File: src/core/pin_select_consts.svh
// Purpose: Constants for the remappable pin select block
// Assumes: Included by bare name
// Notes: Counts are fixed for this build
`ifndef PIN_SELECT_CONSTS_SVH
`define PIN_SELECT_CONSTS_SVH
`define NUM_PINS 16
`define NUM_PERIPH_INPUTS 8
`define NUM_PERIPH_OUTPUTS 15
`define SEL_WIDTH 4
`define NULL_OUTPUT_SEL 4'h0
`define PIN_MAP_LOCK_BIT 13
`define SINGLE_SESSION_BIT 29
`define INPUT_SEL_RESET 4'h0
`define VALID_PIN_MAX 4'hf
`endif

File: src/core/pin_select_pkg.sv
// Purpose: Types for the remappable pin select block
// Assumes: Consts header alongside
// Notes: Types only
package pin_select_pkg;
  typedef logic [3:0] selector_type;
  typedef enum logic [1:0] {lock_open, lock_closed, lock_frozen} lock_state_type;
endpackage

File: src/core/pin_sync.sv
// Purpose: Two-stage synchroniser for pin inputs
// Assumes: One clock, sync active-low reset
// Notes: First stage is read only by second
`timescale 1ns/1ps
module pin_sync #(
  parameter int WIDTH = 16
) (
  input wire logic sys_clk,
  input wire logic nrst,
  input wire logic [WIDTH-1:0] async_in,
  output logic [WIDTH-1:0] sync_out
);
  logic [WIDTH-1:0] stage_one;

  always_ff @(posedge sys_clk) begin
    if (!nrst) begin
      stage_one <= '0;
      sync_out <= '0;
    end else begin
      stage_one <= async_in;
      sync_out <= stage_one;
    end
  end
endmodule

File: src/core/remappable_pin_select.sv
// Purpose: Run-time remapping between digital peripherals and remappable pins
// Assumes: Single clock; unlock logic and analog claims arrive as same-domain qualifiers
// Notes: Selector writes are plain strobes with no error answer
// Notes on behaviour
// - Remappable peripherals have no pin until software selects one.
// - A mapped remappable output overrides other digital functions on its pin.
// - An analog function on a pin always wins over any remappable mapping.
// - Input and output routing use separate selector sets.
// - Each peripheral input has a 4-bit selector naming the pin that feeds it.
// - Each remappable pin has a 4-bit selector naming the peripheral output it carries.
// - Output selector zero is null and all output selectors reset to zero.
// - While locked, selector writes are accepted silently but change nothing.
// - The lock bit sits at bit 13 of the system config register; set blocks writes.
// - Lock bit changes need the system unlock sequence first; otherwise ignored.
// - With the single-session option set, a set lock cannot be cleared.
// - Under that option only a device reset clears the lock.
// - Unprogrammed configuration memory reads the single-session option as set.
// - Only UART, SPI, timer clock, capture, compare and change-notice signals route here.
// - Two-wire bus and analog modules stay on fixed pins outside this matrix.
`timescale 1ns/1ps
`include "pin_select_consts.svh"
module remappable_pin_select
  import pin_select_pkg::*;
(
  input wire logic sys_clk,
  input wire logic nrst,
  // Pin side
  input wire logic [`NUM_PINS-1:0] pin_in,
  input wire logic [`NUM_PINS-1:0] analog_claim,
  input wire logic [`NUM_PINS-1:0] gpio_out,
  input wire logic [`NUM_PINS-1:0] gpio_oe,
  output logic [`NUM_PINS-1:0] pin_out,
  output logic [`NUM_PINS-1:0] pin_oe,
  output logic [`NUM_PINS-1:0] pin_remapped,
  // Peripheral side
  input wire logic [`NUM_PERIPH_OUTPUTS-1:0] periph_out,
  input wire logic [`NUM_PERIPH_OUTPUTS-1:0] periph_oe,
  output logic [`NUM_PERIPH_INPUTS-1:0] periph_in,
  output logic [`NUM_PERIPH_INPUTS-1:0] periph_in_mapped,
  // Selector writes
  input wire logic in_sel_we,
  input wire logic [2:0] in_sel_index,
  input wire logic out_sel_we,
  input wire logic [3:0] out_sel_index,
  input wire logic [3:0] sel_wdata,
  // System config register lock bit
  input wire logic config_we,
  input wire logic [31:0] config_wdata,
  input wire logic unlock_granted,
  input wire logic [31:0] boot_config_word_three,
  input wire logic config_programmed,
  output logic pin_map_lock,
  output logic single_session_lock_option,
  output logic [31:0] system_config_register
);
  selector_type in_sel [`NUM_PERIPH_INPUTS];
  selector_type pin_output_selector [`NUM_PINS];
  logic [`NUM_PERIPH_INPUTS-1:0] in_sel_set;
  logic [`NUM_PINS-1:0] pin_sync_val;
  logic [`NUM_PERIPH_INPUTS-1:0] next_periph_in;
  logic [`NUM_PINS-1:0] next_pin_out;
  logic [`NUM_PINS-1:0] next_pin_oe;
  logic [`NUM_PINS-1:0] next_remapped;
  logic option_now;
  logic lock_write;
  logic next_lock;
  logic [`NUM_PERIPH_INPUTS-1:0] in_sel_hit;
  logic [`NUM_PINS-1:0] out_sel_hit;

  // Pins are foreign to the clock domain
  pin_sync #(.WIDTH(`NUM_PINS)) u_pin_sync (
    .sys_clk(sys_clk),
    .nrst(nrst),
    .async_in(pin_in),
    .sync_out(pin_sync_val)
  );

  // Unprogrammed memory behaves as option set
  assign option_now = !config_programmed || boot_config_word_three[`SINGLE_SESSION_BIT];

  always_ff @(posedge sys_clk) begin
    if (!nrst) begin
      single_session_lock_option <= 1'b1;
    end else begin
      single_session_lock_option <= option_now;
    end
  end

  assign lock_write = config_we && unlock_granted;

  always_comb begin
    next_lock = pin_map_lock;
    if (lock_write) begin
      next_lock = config_wdata[`PIN_MAP_LOCK_BIT];
      // Clearing is refused once frozen; reset is the only way out
      if (pin_map_lock && single_session_lock_option) begin
        next_lock = 1'b1;
      end
    end
  end

  always_ff @(posedge sys_clk) begin
    if (!nrst) begin
      pin_map_lock <= 1'b0;
    end else begin
      pin_map_lock <= next_lock;
    end
  end

  always_ff @(posedge sys_clk) begin
    if (!nrst) begin
      system_config_register <= 32'h0000_0000;
    end else begin
      system_config_register <= 32'h0000_0000 | ({31'h0000_0000, next_lock} << `PIN_MAP_LOCK_BIT);
    end
  end

  // Index decode; a write reaches exactly one selector
  always_comb begin
    in_sel_hit = '0;
    if (in_sel_index == 3'h0) begin
      in_sel_hit[0] = 1'b1;
    end else if (in_sel_index == 3'h1) begin
      in_sel_hit[1] = 1'b1;
    end else if (in_sel_index == 3'h2) begin
      in_sel_hit[2] = 1'b1;
    end else if (in_sel_index == 3'h3) begin
      in_sel_hit[3] = 1'b1;
    end else if (in_sel_index == 3'h4) begin
      in_sel_hit[4] = 1'b1;
    end else if (in_sel_index == 3'h5) begin
      in_sel_hit[5] = 1'b1;
    end else if (in_sel_index == 3'h6) begin
      in_sel_hit[6] = 1'b1;
    end else if (in_sel_index == 3'h7) begin
      in_sel_hit[7] = 1'b1;
    end
  end

  always_comb begin
    out_sel_hit = '0;
    if (out_sel_index == 4'h0) begin
      out_sel_hit[0] = 1'b1;
    end else if (out_sel_index == 4'h1) begin
      out_sel_hit[1] = 1'b1;
    end else if (out_sel_index == 4'h2) begin
      out_sel_hit[2] = 1'b1;
    end else if (out_sel_index == 4'h3) begin
      out_sel_hit[3] = 1'b1;
    end else if (out_sel_index == 4'h4) begin
      out_sel_hit[4] = 1'b1;
    end else if (out_sel_index == 4'h5) begin
      out_sel_hit[5] = 1'b1;
    end else if (out_sel_index == 4'h6) begin
      out_sel_hit[6] = 1'b1;
    end else if (out_sel_index == 4'h7) begin
      out_sel_hit[7] = 1'b1;
    end else if (out_sel_index == 4'h8) begin
      out_sel_hit[8] = 1'b1;
    end else if (out_sel_index == 4'h9) begin
      out_sel_hit[9] = 1'b1;
    end else if (out_sel_index == 4'ha) begin
      out_sel_hit[10] = 1'b1;
    end else if (out_sel_index == 4'hb) begin
      out_sel_hit[11] = 1'b1;
    end else if (out_sel_index == 4'hc) begin
      out_sel_hit[12] = 1'b1;
    end else if (out_sel_index == 4'hd) begin
      out_sel_hit[13] = 1'b1;
    end else if (out_sel_index == 4'he) begin
      out_sel_hit[14] = 1'b1;
    end else if (out_sel_index == 4'hf) begin
      out_sel_hit[15] = 1'b1;
    end
  end

  // Input selectors, one per peripheral input
  always_ff @(posedge sys_clk) begin
    if (!nrst) begin
      for (int i = 0; i < `NUM_PERIPH_INPUTS; i++) begin
        in_sel[i] <= `INPUT_SEL_RESET;
      end
      in_sel_set <= '0;
    end else if (in_sel_we && !pin_map_lock) begin
      for (int i = 0; i < `NUM_PERIPH_INPUTS; i++) begin
        if (in_sel_hit[i]) begin
          in_sel[i] <= sel_wdata;
          in_sel_set[i] <= 1'b1;
        end
      end
    end
  end

  // Output selectors, one per pin
  always_ff @(posedge sys_clk) begin
    if (!nrst) begin
      for (int i = 0; i < `NUM_PINS; i++) begin
        pin_output_selector[i] <= `NULL_OUTPUT_SEL;
      end
    end else if (out_sel_we && !pin_map_lock) begin
      for (int i = 0; i < `NUM_PINS; i++) begin
        if (out_sel_hit[i]) begin
          pin_output_selector[i] <= sel_wdata;
        end
      end
    end
  end

  // Route pins to peripheral inputs; an analog pin reads low digitally
  always_comb begin
    for (int i = 0; i < `NUM_PERIPH_INPUTS; i++) begin
      next_periph_in[i] = 1'b0;
      if (in_sel_set[i]) begin
        // Analog owner masks the digital level
        if (in_sel[i] == 4'h0) begin
          next_periph_in[i] = pin_sync_val[0] && !analog_claim[0];
        end else if (in_sel[i] == 4'h1) begin
          next_periph_in[i] = pin_sync_val[1] && !analog_claim[1];
        end else if (in_sel[i] == 4'h2) begin
          next_periph_in[i] = pin_sync_val[2] && !analog_claim[2];
        end else if (in_sel[i] == 4'h3) begin
          next_periph_in[i] = pin_sync_val[3] && !analog_claim[3];
        end else if (in_sel[i] == 4'h4) begin
          next_periph_in[i] = pin_sync_val[4] && !analog_claim[4];
        end else if (in_sel[i] == 4'h5) begin
          next_periph_in[i] = pin_sync_val[5] && !analog_claim[5];
        end else if (in_sel[i] == 4'h6) begin
          next_periph_in[i] = pin_sync_val[6] && !analog_claim[6];
        end else if (in_sel[i] == 4'h7) begin
          next_periph_in[i] = pin_sync_val[7] && !analog_claim[7];
        end else if (in_sel[i] == 4'h8) begin
          next_periph_in[i] = pin_sync_val[8] && !analog_claim[8];
        end else if (in_sel[i] == 4'h9) begin
          next_periph_in[i] = pin_sync_val[9] && !analog_claim[9];
        end else if (in_sel[i] == 4'ha) begin
          next_periph_in[i] = pin_sync_val[10] && !analog_claim[10];
        end else if (in_sel[i] == 4'hb) begin
          next_periph_in[i] = pin_sync_val[11] && !analog_claim[11];
        end else if (in_sel[i] == 4'hc) begin
          next_periph_in[i] = pin_sync_val[12] && !analog_claim[12];
        end else if (in_sel[i] == 4'hd) begin
          next_periph_in[i] = pin_sync_val[13] && !analog_claim[13];
        end else if (in_sel[i] == 4'he) begin
          next_periph_in[i] = pin_sync_val[14] && !analog_claim[14];
        end else if (in_sel[i] == 4'hf) begin
          next_periph_in[i] = pin_sync_val[15] && !analog_claim[15];
        end
      end
    end
  end

  // Route peripheral outputs to pins with remap over GPIO and analog over all
  always_comb begin
    for (int p = 0; p < `NUM_PINS; p++) begin
      next_pin_out[p] = gpio_out[p];
      next_pin_oe[p] = gpio_oe[p];
      next_remapped[p] = 1'b0;
      if (pin_output_selector[p] != `NULL_OUTPUT_SEL) begin
        next_remapped[p] = 1'b1;
      end
      // Code k carries peripheral output k-1; code zero leaves the port drive
      if (pin_output_selector[p] == 4'h1) begin
        next_pin_out[p] = periph_out[0];
        next_pin_oe[p] = periph_oe[0];
      end else if (pin_output_selector[p] == 4'h2) begin
        next_pin_out[p] = periph_out[1];
        next_pin_oe[p] = periph_oe[1];
      end else if (pin_output_selector[p] == 4'h3) begin
        next_pin_out[p] = periph_out[2];
        next_pin_oe[p] = periph_oe[2];
      end else if (pin_output_selector[p] == 4'h4) begin
        next_pin_out[p] = periph_out[3];
        next_pin_oe[p] = periph_oe[3];
      end else if (pin_output_selector[p] == 4'h5) begin
        next_pin_out[p] = periph_out[4];
        next_pin_oe[p] = periph_oe[4];
      end else if (pin_output_selector[p] == 4'h6) begin
        next_pin_out[p] = periph_out[5];
        next_pin_oe[p] = periph_oe[5];
      end else if (pin_output_selector[p] == 4'h7) begin
        next_pin_out[p] = periph_out[6];
        next_pin_oe[p] = periph_oe[6];
      end else if (pin_output_selector[p] == 4'h8) begin
        next_pin_out[p] = periph_out[7];
        next_pin_oe[p] = periph_oe[7];
      end else if (pin_output_selector[p] == 4'h9) begin
        next_pin_out[p] = periph_out[8];
        next_pin_oe[p] = periph_oe[8];
      end else if (pin_output_selector[p] == 4'ha) begin
        next_pin_out[p] = periph_out[9];
        next_pin_oe[p] = periph_oe[9];
      end else if (pin_output_selector[p] == 4'hb) begin
        next_pin_out[p] = periph_out[10];
        next_pin_oe[p] = periph_oe[10];
      end else if (pin_output_selector[p] == 4'hc) begin
        next_pin_out[p] = periph_out[11];
        next_pin_oe[p] = periph_oe[11];
      end else if (pin_output_selector[p] == 4'hd) begin
        next_pin_out[p] = periph_out[12];
        next_pin_oe[p] = periph_oe[12];
      end else if (pin_output_selector[p] == 4'he) begin
        next_pin_out[p] = periph_out[13];
        next_pin_oe[p] = periph_oe[13];
      end else if (pin_output_selector[p] == 4'hf) begin
        next_pin_out[p] = periph_out[14];
        next_pin_oe[p] = periph_oe[14];
      end
      if (analog_claim[p]) begin
        next_pin_out[p] = 1'b0;
        next_pin_oe[p] = 1'b0;
        next_remapped[p] = 1'b0;
      end
    end
  end

  // Registered outputs; matrix carries only digital peripheral signals
  always_ff @(posedge sys_clk) begin
    if (!nrst) begin
      pin_out <= '0;
      pin_oe <= '0;
      pin_remapped <= '0;
      periph_in <= '0;
      periph_in_mapped <= '0;
    end else begin
      pin_out <= next_pin_out;
      pin_oe <= next_pin_oe;
      pin_remapped <= next_remapped;
      periph_in <= next_periph_in;
      periph_in_mapped <= in_sel_set;
    end
  end
endmodule

File: config.mk
export PLATFORM = sky130hd
export DESIGN_NAME = remappable_pin_select
export DESIGN_NICKNAME = d
export VERILOG_FILES = /design/src/core/pin_select_pkg.sv /design/src/core/pin_sync.sv /design/src/core/remappable_pin_select.sv
export VERILOG_INCLUDE_DIRS = /design/src /design/src/core
export SDC_FILE = /design/constraint.sdc
export NUM_CORES = 1
export LEC_CHECK = 0
export ABC_CLOCK_PERIOD_IN_PS = 3120
export BUFFER_PORTS_ARGS = -buffer_cell sky130_fd_sc_hd__buf_4
export CAP_MARGIN = 20
export CORE_ASPECT_RATIO = 1.4
export CORE_MARGIN = 1.5
export CORE_UTILIZATION = 24
export DETAILED_ROUTE_END_ITERATION = 7
export PLACE_DENSITY = 0.48
export SETUP_SLACK_MARGIN = 0.5
export SYNTH_ARGS = -nofsm -noshare
export SYNTH_HDL_FRONTEND = slang
export SYNTH_SLANG_ARGS = --single-unit
File: constraint.sdc
create_clock -name sys_clk -period 3.12 [get_ports sys_clk]
set_clock_uncertainty 0.15 [all_clocks]
set_input_delay 0.156 -clock sys_clk [delete_from_list [all_inputs] [get_ports sys_clk]]
set_output_delay 0.156 -clock sys_clk [all_outputs]
set_load 0.05 [all_outputs]
# Word level (Yosys, flattened, before mapping)
# Memories as Yosys holds them, arrays and structs flattened.
# Index checks and enable logic that the tools add are counted.
# totals
reg_bits	137
latch_bits	0
ramBits	96
mem_bits_ro	0
inputBits	176
output_inout_bits	98
word_cells	1369
n_memories	2
# memory_table
memory	depth	word_bits	rd	rd_ports_with_merged_regs	wr	line_no	text
pin_output_selector	16	4	16	0	16	remappable_pin_select.sv:57	selector_type pin_output_selector [`NUM_PINS];
in_sel	8	4	8	0	8	remappable_pin_select.sv:56	selector_type in_sel [`NUM_PERIPH_INPUTS];
# op_classes
n_addsub	0
mul	0
div	0
n_lt_le_gt_ge	0
eq_ne	382
shift	0
mux	793
bitwise_logic	25
n_reduce_logical	97
# ops
operator	count
$eq 4x4->1 const B	200
$mux 1	749
$eq 4x3->1 const B	100
$eq 4x2->1 const B	50
$mux 4	26
$eq 4x1->1 const B	25
$reduce_bool 4->1	16
$logic_not 4->1	9
$reduce_and 2->1	16
$reduce_or 2->1	16
$or 1x1->1	24
$logic_and 1x1->1	20
$logic_not 1->1	18
$mux 15	1
$mux 14	1
$mux 7	2
$mux 13	1
$eq 3x3->1 const B	4
$mux 12	1
$mux 6	2
$mux 11	1
$mux 10	1
$mux 5	2
$mux 9	1
other kinds (8)	11

# Depth between registers and ports, before layout
# Gate-level depths: netlist (run 1).
# depth
depth_word	22
ltp_mapped	9
mapped_depth_nobuf	6

# By module
# Synthesis (run 1) repeated with hierarchy kept, for this count alone.
# unflattened
cells_unflattened	1900
area_unflattened_um2	15274.6
# by_module_without_submodules
mod	instances	cells_per_inst	area_each_um2	seq_area_each_um2
remappable_pin_select	1	1833	14378.8	4364.2
pin_sync	1	67	895.9	640.6

# Worst setup path before layout (run 1)
# No wires, ideal clock.
# synth_timing
kind	register to register
from	reg, netlist name system_config_register[13]
to	mem in_sel[0][0] in the netlist's numbering (enable)
setup_time_ns	0.361
t_arrival_ns	1.490
t_required_ns	2.609
slack_ns	1.118
stages_incl_launch_ff	4
n_path_buf	0
period_less_slack_ns	2.002
path_cell_list	dfxtp_1 -> nand2b_1 -> or3_1 -> o21ai_0
# synth_lines
item	line_no
end, declared	remappable_pin_select.sv:56

==> reports/metrics.yaml, run 1 <==
run_status:
  outcome: "completed"
cts:
  clockBufferDepth: 3
  clock_sinks: 202
  cts_root_buf: "clkbuf_16"
  clk_pin_slew_ns: 0.06
  clock_latency_ns: 0.57
  cts_buffers: 26
  cts_tree: "built"
  cts_max_level: 1
detailed_routing:
  wl_per_cell_um: 23.2
  route.detailed.drc: 0
  routed_via_density: 5.48
  vias: 15454
  postRouteWirelength_mm: 65.6
  drtAntennaViolNets: 0
  dr.pass1.iters: 6
  drt_iter0_markers: 1472
layout:
  nNetsFinal: 2146
  regArea_mm2: 0.00500
  multiInputGateArea_mm2: 0.00909
  diodes: 0
  drive_above_1_share: 0.163
  fillers: 6688
  layout.cells.non_filler: 2822
  postLayoutCellArea_mm2: 0.0185
  areaGrowthSynthToFinish_pct: 21.5
power:
  ir_worst_vdd_uv: 416
  cellLeakagePower_uw: 0.00691
  power_density_mw_per_mm2: 438
worst_hold_path:
  hold_depth: 4
  holdCritStartpoint: "in_sel_we"
  hp-class: "primary input to register"
  min_to: "in_sel_set[6]"
global_routing:
  grt_max_degree: 52
  grt_usage: 0.194
  grt_pass1_vias: 14628
  grt-ovfl-total: 0
  grt_pass1_wl_mm: 95.1
  antenna_found_initial: 3
synth:
  synth_top_area_share: 0.189
  synthTopCellsByArea: "edfxtp_1 19%, dfxtp_1 14%, mux4_2 5.3%, a21oi_1 4.4%, nor2_1 4.0%"
  netlist_area_mm2: 0.0152
  synth.distinct_cells: 82
  synth-edff-count: 96
  ys.flop_type: "dfxtp_1"
  ys_top_cells_by_count: "164 x nor2_1, 152 x nand2_1, 134 x a21oi_1"
  yosysTopAreaCell: "edfxtp_1"
  syn-instance-count: 1845
  syn_area_per_cell_um2: 8.25
  ys.warnings.count: 0
  synth_seq_cells: 202
  ys_seq_area_frac: 0.329
  post-synth-top-count-cell: "nor2_1"
  ys_async_sr_fraction: 0
place:
  dp_cells: 2707
  place_ws_ns: 0.711
  gp_congestion: 0.914
  dpl_cell_area_mm2: 0.0169
  portBuffers: 180
  hpwl_mm: 45.0
timing:
  tightest_slew_ns: 0.806
  setup_tns_ns: 0
  period_share: 0.809
  rsz0062_at_grt: "false"
  slew_headroom: 0.462
  slew_violations: 0
  setup_ws_ns: 0.597
  maxClockFrequency_mhz: 396
  min_period_ns: 2.52
  setup_viol: 0
  hold_viol_final: 0
worst_setup_path:
  cp_slowest_cell: "edfxtp_1"
  rr_worst_depth: 6
  crit_chain: "nor2b_1 > a22o_1 > a221oi_1 > o221ai_1 > o2bb2ai_1 > a221oi_1"
  cpPeakStageDelay_ns: 0.60
  worstReg2RegStart: "pin_output_selector[0][30]"
  reg2reg_to: "pin_oe[7]"
  cp_common_cell: "a221oi_1"
  r2r_setup_slack_ns: 0.60
  start_kind: "register"
  arrival_ns: 2.80
  endpoint_kind: "register"
  critical_path_class: "register to register"
  required_ns: 3.40
  cp-startpoint: "pin_output_selector[0][30]"
  critPathMaxFanout: 16
die:
  start_util: 0.242
  num_rows: 109
  io_pins: 274
  core_area_mm2: 0.0629
  die-height_um: 301
  die_w_um: 216
  dieArea_mm2: 0.0649
job:
  max_cap_violations: 0
stage by stage:
step / util / hold WS [ns] / power, uW
after floorplan: - / 0.0891 / 4370
after global placement: 0.269 / 0.196 / 4970
after detailed placement: 0.269 / 0.198 / 4980
after CTS: 0.294 / 0.00423 / 8180
after global routing: 0.294 / 0.0498 / 8430
final: 0.294 / 0.0173 / 8100
critical path: cells and delay by family, from the launching register on:
kind,cells,cell delay [ns]
DFF,1,0.60
and+or+nand+nor,1,0.30
AOI/OAI and AO/OA,5,1.32
cell families (layout without fill, tap and decap cells):
kind of cell / Yosys count / in the layout / synth area share
mux: 100 / 100 / 0.0997
simple gates: 673 / 673 / 0.225
flops: 202 / 202 / 0.329
compound gates: 596 / 596 / 0.265
buf+inv: 273 / 388 / 0.0814
other cells: 1 / 31 / 0.000246
sequential cells by signal (all words and copies together) (netlist names), 8 cells and up:
| name | flops |
|---|---|
| pin_remapped | 16 |
| periph_in_mapped | 8 |
| pin_output_selector | 64 |
| pin_out | 16 |
| periph_in | 8 |
| pin_oe | 16 |
| u_pin_sync.sync_out | 16 |
| u_pin_sync.stage_one | 16 |
| in_sel | 32 |
| in_sel_set | 8 |
repair_timing:
action / CTS / global route
buffers inserted: 0 / 3
resized for setup: 0 / 0
hold endpoints to repair: 112 / 0
hold buffers: 64 / 0
setup endpoints to repair: 0 / 1
final cells by class:
type,count,share of cell area
clock buffer,33,0.0395
clock inverter,15,0.00799
inverter,67,0.0136
multi-input combinational,1400,0.492
sequential,202,0.271
tap,832,0.0563
timing repair buffer,273,0.120
power by group:
group	internal, uW	total [uW]	switching [uW]
combinational	710	1830	1120
clock	1760	3080	1320
sequential	2930	3190	265
cell usage in the layout, fill, tap and decap left out, types with 18 or more instances in the layout:
master	synthesis	layout
mux2i_1	47	47
nand2b_1	86	86
nor2_1	164	164
a31oi_1	41	41
mux4_2	36	36
edfxtp_1	96	96
dfxtp_1	106	106
o211ai_1	23	23
o21ai_0	101	101
and2_1	60	60
inv_1	64	64
nor3_1	34	34
a21oi_1	134	134
buf_4	35	208
nand2_1	152	152
o22ai_1	47	47
conb_1	1	31
clkbuf_16	0	28
nor2b_1	64	64
a22oi_1	18	18
nand3_1	32	32
dlygate4sd3_1	0	64
a211oi_1	28	28
how the worst max path moves through the flow:
stage | to | cells after the start | slack, ns
after floorplan | in_sel[0][0] | 3 | 1.12
after global placement | pin_oe[3] | 6 | 0.73
after detailed placement | pin_oe[3] | 6 | 0.71
after CTS | pin_oe[3] | 6 | 0.71
after global routing | pin_oe[11] | 6 | 0.51
final | pin_oe[7] | 6 | 0.60
layer usage:
layer  routed length (um)  up-vias  share of wire  GRT usage
met3                 4360      171          0.066     0.0222
met1                25700     7446           0.39      0.233
li1                     -     7027              -          -
met5                   41        -        0.00062          0
met4                 3620        6          0.055      0.105
met2                31900      804           0.49      0.339
Note: power is estimated with default switching activity, not from simulation.
==> run 2, diff against run 1 <==
Settings changed: ABC_CLOCK_PERIOD_IN_PS 3120 to 2400.
Clock period 3.12 ns to 2.4 ns, I/O delays scaled along.
==> reports/metrics.yaml, run 2 (same netlist as run 1, synthesis figures left out) <==
run_status:
  outcome: "completed"
detailed_routing:
  vias: 16798
  routed_via_density: 5.48
  drtAntennaViolNets: 0
  wl_per_cell_um: 23.4
  route.detailed.drc: 0
  postRouteWirelength_mm: 71.7
  dr.pass1.iters: 6
  drt_iter0_markers: 1551
die:
  dieArea_mm2: 0.0649
  io_pins: 274
  core_area_mm2: 0.0629
  num_rows: 109
  die_w_um: 216
  die-height_um: 301
  start_util: 0.242
timing:
  setup_tns_ns: 0
  hold_viol_final: 0
  setup_viol: 0
  whs_ns: 0.0156
  tightest_slew_ns: 0.613
  setup_ws_ns: 0.319
  maxClockFrequency_mhz: 481
  slew_violations: 0
  period_share: 0.867
  slew_headroom: 0.591
  rsz0062_at_grt: "true"
  min_period_ns: 2.08
worst_setup_path:
  critical_path_class: "register to register"
  start_kind: "register"
  cp-startpoint: "pin_output_selector[0][20]"
  critPathMaxFanout: 4
  r2r_setup_slack_ns: 0.32
  worstReg2RegStart: "pin_output_selector[0][20]"
  crit_chain: "buf_4 > mux2_2 > a32o_2 > o211a_1 > a221o_1 > a22oi_2 > nor4_2"
  cpPeakStageDelay_ns: 0.46
  cp_slowest_cell: "edfxtp_1"
  endpoint_kind: "register"
  required_ns: 2.67
  arrival_ns: 2.35
layout:
  mostFrequentLayoutCells: "399 x buf_4, 160 x nor2_1, 143 x nand2_1"
  nNetsFinal: 2391
  areaGrowthSynthToFinish_pct: 40.1
  layout_commonest_cell: "buf_4"
  fillers: 6595
  multiInputGateArea_mm2: 0.00984
  regArea_mm2: 0.00501
  drive_above_1_share: 0.316
  reg_top3: "pin_output_selector x64, in_sel x32"
  largest_reg_flops: 64
  top_register: "pin_output_selector"
job:
  max_cap_violations: 0
power:
  pwr-share-comb: 0.289
  clkPwrFrac: 0.346
  ir_worst_vdd_uv: 511
  intPower_uw: 7180
  power_density_mw_per_mm2: 511
  pwr-share-seq: 0.365
  p_switching_uw: 3710
  switching_share: 0.341
  cellLeakagePower_uw: 0.00838
global_routing:
  grt_max_degree: 23
  grt-ovfl-total: 0
  grt_usage: 0.208
  antenna_found_initial: 3
  grt_pass1_vias: 15935
  grt_pass1_wl_mm: 101
place:
  place_ws_ns: 0.0372
  portBuffers: 180
  gp_congestion: 0.938
  hpwl_mm: 48.8
cts:
  clk_pin_slew_ns: 0.07
  cts_buffers: 25
  clock_latency_ns: 0.55
  cts_tree: "built"
  cts_max_level: 1
  cts_root_buf: "clkbuf_16"
  clock_sinks: 202
  clockBufferDepth: 3
worst_hold_path:
  holdCritStartpoint: "gpio_oe[7]"
  hp-class: "primary input to register"
## run 2: changes by cell type in the layout (fill, tap and decap cells not counted), moves of 11 or more
cell      before  now
buf_6          0   38
a21oi_1      134  117
nor2b_1       64   52
a21oi_2        1   16
o21ai_0      101   76
buf_4        208  399
nand2b_1      86   75
o21ai_1        0   21
## run 2: power by group through the flow
stage,Combinational [uW],Clock [uW],Sequential (uW)
after floorplan,1520,0,4160
after CTS,2830,3890,3980
after global routing,3330,4000,3990
after detailed placement,2510,0,4100
after global placement,2490,0,4100
final,3150,3770,3970
## run 2: final timing paths
check                                          endpoint  depth (start not counted)
worst max-delay path                         pin_out[5]                          7
worst min-delay path                          pin_oe[7]                          6
worst max register to register               pin_out[5]                          7
worst min register to register  u_pin_sync.sync_out[14]                          1
## run 2: routing by layer
metal | GRT usage | vias up | share of wire
met4 | 0.113 | 4 | 0.059
met1 | 0.247 | 8144 | 0.38
li1 | - | 7527 | -
met3 | 0.0274 | 217 | 0.075
met2 | 0.361 | 906 | 0.49
met5 | 0 | - | 0.00040
## run 2: stage by stage
stage / std cells / power (uW) / area, um^2 / utilization
after detailed placement: 2797 / 6610 / 17600 / 0.280
after floorplan: 1875 / 5680 / 15300 / -
final: 3068 / 10900 / 21300 / 0.339
after CTS: 2993 / 10700 / 20000 / 0.319
after global placement: 2797 / 6590 / 17600 / 0.280
after global routing: 3067 / 11300 / 21300 / 0.339
## run 2: what timing repair did
| action | in CTS | in global routing |
|---|---|---|
| setup endpoints to repair | 51 | 70 |
| hold buffers | 67 | 0 |
| resized for setup | 86 | 161 |
| buffers inserted | 82 | 67 |
| hold endpoints to repair | 140 | 0 |
| gates cloned | 1 | 6 |
| pin swaps | 30 | 78 |
## run 2: final cells by class
class,count,area share
repair buffers,519,0.204
multi-input cells,1400,0.462
inverters,67,0.0124
diodes,2,0.000235
clock inverters,14,0.00522
flip-flops and latches,202,0.235
well taps,832,0.0488
clock buffers,32,0.0325
## run 2: worst max-delay path, delay by kind of cell, from the launching register on
| kind | cells | cell delay (ns) |
|---|---|---|
| buffers and inverters | 1 | 0.16 |
| AO/OA/AOI/OAI | 4 | 0.82 |
| AND/OR/NAND/NOR | 1 | 0.06 |
| multiplexers | 1 | 0.31 |
| flip-flops | 1 | 0.46 |
==> run 3, diff against run 2 <==
Settings changed: CORE_ASPECT_RATIO 1.4 to 0.9.
==> reports/metrics.yaml, run 3 (same netlist as run 1, synthesis figures left out) <==
die:
  core_area_mm2: 0.0627
  start_util: 0.243
  io_pins: 274
  dieArea_mm2: 0.0649
  die_w_um: 268
  die-height_um: 242
  num_rows: 87
global_routing:
  grt_pass1_vias: 15318
  grt_max_degree: 33
  grt_usage: 0.203
  grt-ovfl-total: 0
  grt_pass1_wl_mm: 99.3
  antenna_found_initial: 5
timing:
  min_period_ns: 2.03
  setup_ws_ns: 0.374
  setup_viol: 0
  rsz0062_at_grt: "true"
  hold_viol_final: 0
  setup_tns_ns: 0
  maxClockFrequency_mhz: 494
  period_share: 0.844
  slew_violations: 0
  slew_headroom: 0.582
  tightest_slew_ns: 0.626
worst_setup_path:
  path_delay_family: "compound AO/OA/AOI/OAI gates"
  arrival_ns: 2.34
  cp_slowest_cell: "edfxtp_1"
  critical_path_class: "register to register"
  required_ns: 2.71
  start_kind: "register"
  crit_chain: "buf_4 > mux2_2 > nor4_4 > a31oi_2 > a221o_1 > a22oi_2 > nor4_2"
  crit_buf_inv: 1
  endpoint_kind: "register"
  cpPeakStageDelay_ns: 0.44
  critPathMaxFanout: 5
layout:
  nNetsFinal: 2430
  layout_commonest_cell: "buf_4"
  top_register: "pin_output_selector"
  mostFrequentLayoutCells: "430 x buf_4, 158 x nor2_1, 142 x nand2_1"
  largest_reg_flops: 64
  drive_above_1_share: 0.321
  fillers: 6477
  reg_top3: "pin_output_selector x64, in_sel x32"
  areaGrowthSynthToFinish_pct: 42.9
detailed_routing:
  vias: 16938
  dr.pass1.iters: 5
  wl_per_cell_um: 22.4
  drtAntennaViolNets: 0
  route.detailed.drc: 0
  routed_via_density: 5.42
  drt_iter0_markers: 1591
  postRouteWirelength_mm: 69.8
cts:
  clock_latency_ns: 0.58
  clockBufferDepth: 3
  cts_max_level: 1
  cts_buffers: 27
  cts_root_buf: "clkbuf_16"
  clk_pin_slew_ns: 0.06
  cts_tree: "built"
  clock_sinks: 202
run_status:
  outcome: "completed"
place:
  hpwl_mm: 46.5
  place_ws_ns: 0.220
  portBuffers: 180
  gp_congestion: 0.923
job:
  max_cap_violations: 0
power:
  cellLeakagePower_uw: 0.00862
  power_density_mw_per_mm2: 537
  ir_worst_vdd_uv: 557
worst_hold_path:
  hp-class: "primary input to register"
run 3: cell type report:
| class | instances | area (um^2) | share of cell area |
|---|---|---|---|
| Tap cell | 845 | 1060 | 0.0486 |
| Clock inverter | 11 | 153 | 0.00702 |
| Sequential cell | 202 | 5010 | 0.230 |
| Clock buffer | 39 | 846 | 0.0389 |
| Multi-Input combinational cell | 1400 | 9820 | 0.451 |
| Antenna cell | 3 | 7.51 | 0.000345 |
| Timing Repair Buffer | 556 | 4590 | 0.211 |
| Inverter | 67 | 268 | 0.0123 |
run 3: repair_timing:
item | CTS | global route
buffers inserted | 88 | 86
pin swaps | 22 | 65
hold endpoints to repair | 160 | 1
endpoints found under the setup margin | 42 | 92
hold buffers | 82 | 1
cloned | 2 | 2
resized for setup | 57 | 174
run 3: metal layers:
layer / track usage / up-vias / part of all wire / routed length [um]
met5: 0 / - / 0.00020 / 14
met3: 0.0357 / 194 / 0.088 / 6170
met1: 0.271 / 8205 / 0.41 / 28900
met4: 0.0986 / 4 / 0.053 / 3710
met2: 0.314 / 929 / 0.44 / 31000
li1: - / 7606 / - / -
run 3: final timing paths:
check | startpoint | endpoint | slack [ns] | cells past startpoint
max | pin_output_selector[0][20] | pin_out[5] | 0.37 | 7
min | gpio_out[2] | pin_out[2] | 0.04 | 5
max reg2reg | pin_output_selector[0][20] | pin_out[5] | 0.37 | 7
min reg2reg | u_pin_sync.stage_one[8] | u_pin_sync.sync_out[8] | 0.28 | 1
run 3: power breakdown:
part | leakage [uW] | internal (uW) | switching (uW)
clock network | 0.000486 | 2780 | 1710
registers | 0.00186 | 3800 | 184
logic | 0.00627 | 1350 | 1860
total | 0.00862 | 7930 | 3750
run 3: worst min-delay path: stages:
cell and delay (ns):
buf_4 0.10, nand2b_1 0.10, a22oi_1 0.09, o221ai_1 0.17, a32o_1 0.16
run 3: metrics by stage:
stage	cells	util	hold slack, ns	total power [uW]	area [um^2]
after detailed placement	2809	0.281	0.173	6600	17600
after global placement	2809	0.281	0.160	6580	17600
final	3123	0.347	0.0392	11700	21700
after floorplan	1875	-	0.0531	5680	15300
after CTS	3031	0.324	0.00549	11400	20300
after global routing	3121	0.347	0.0500	12100	21700
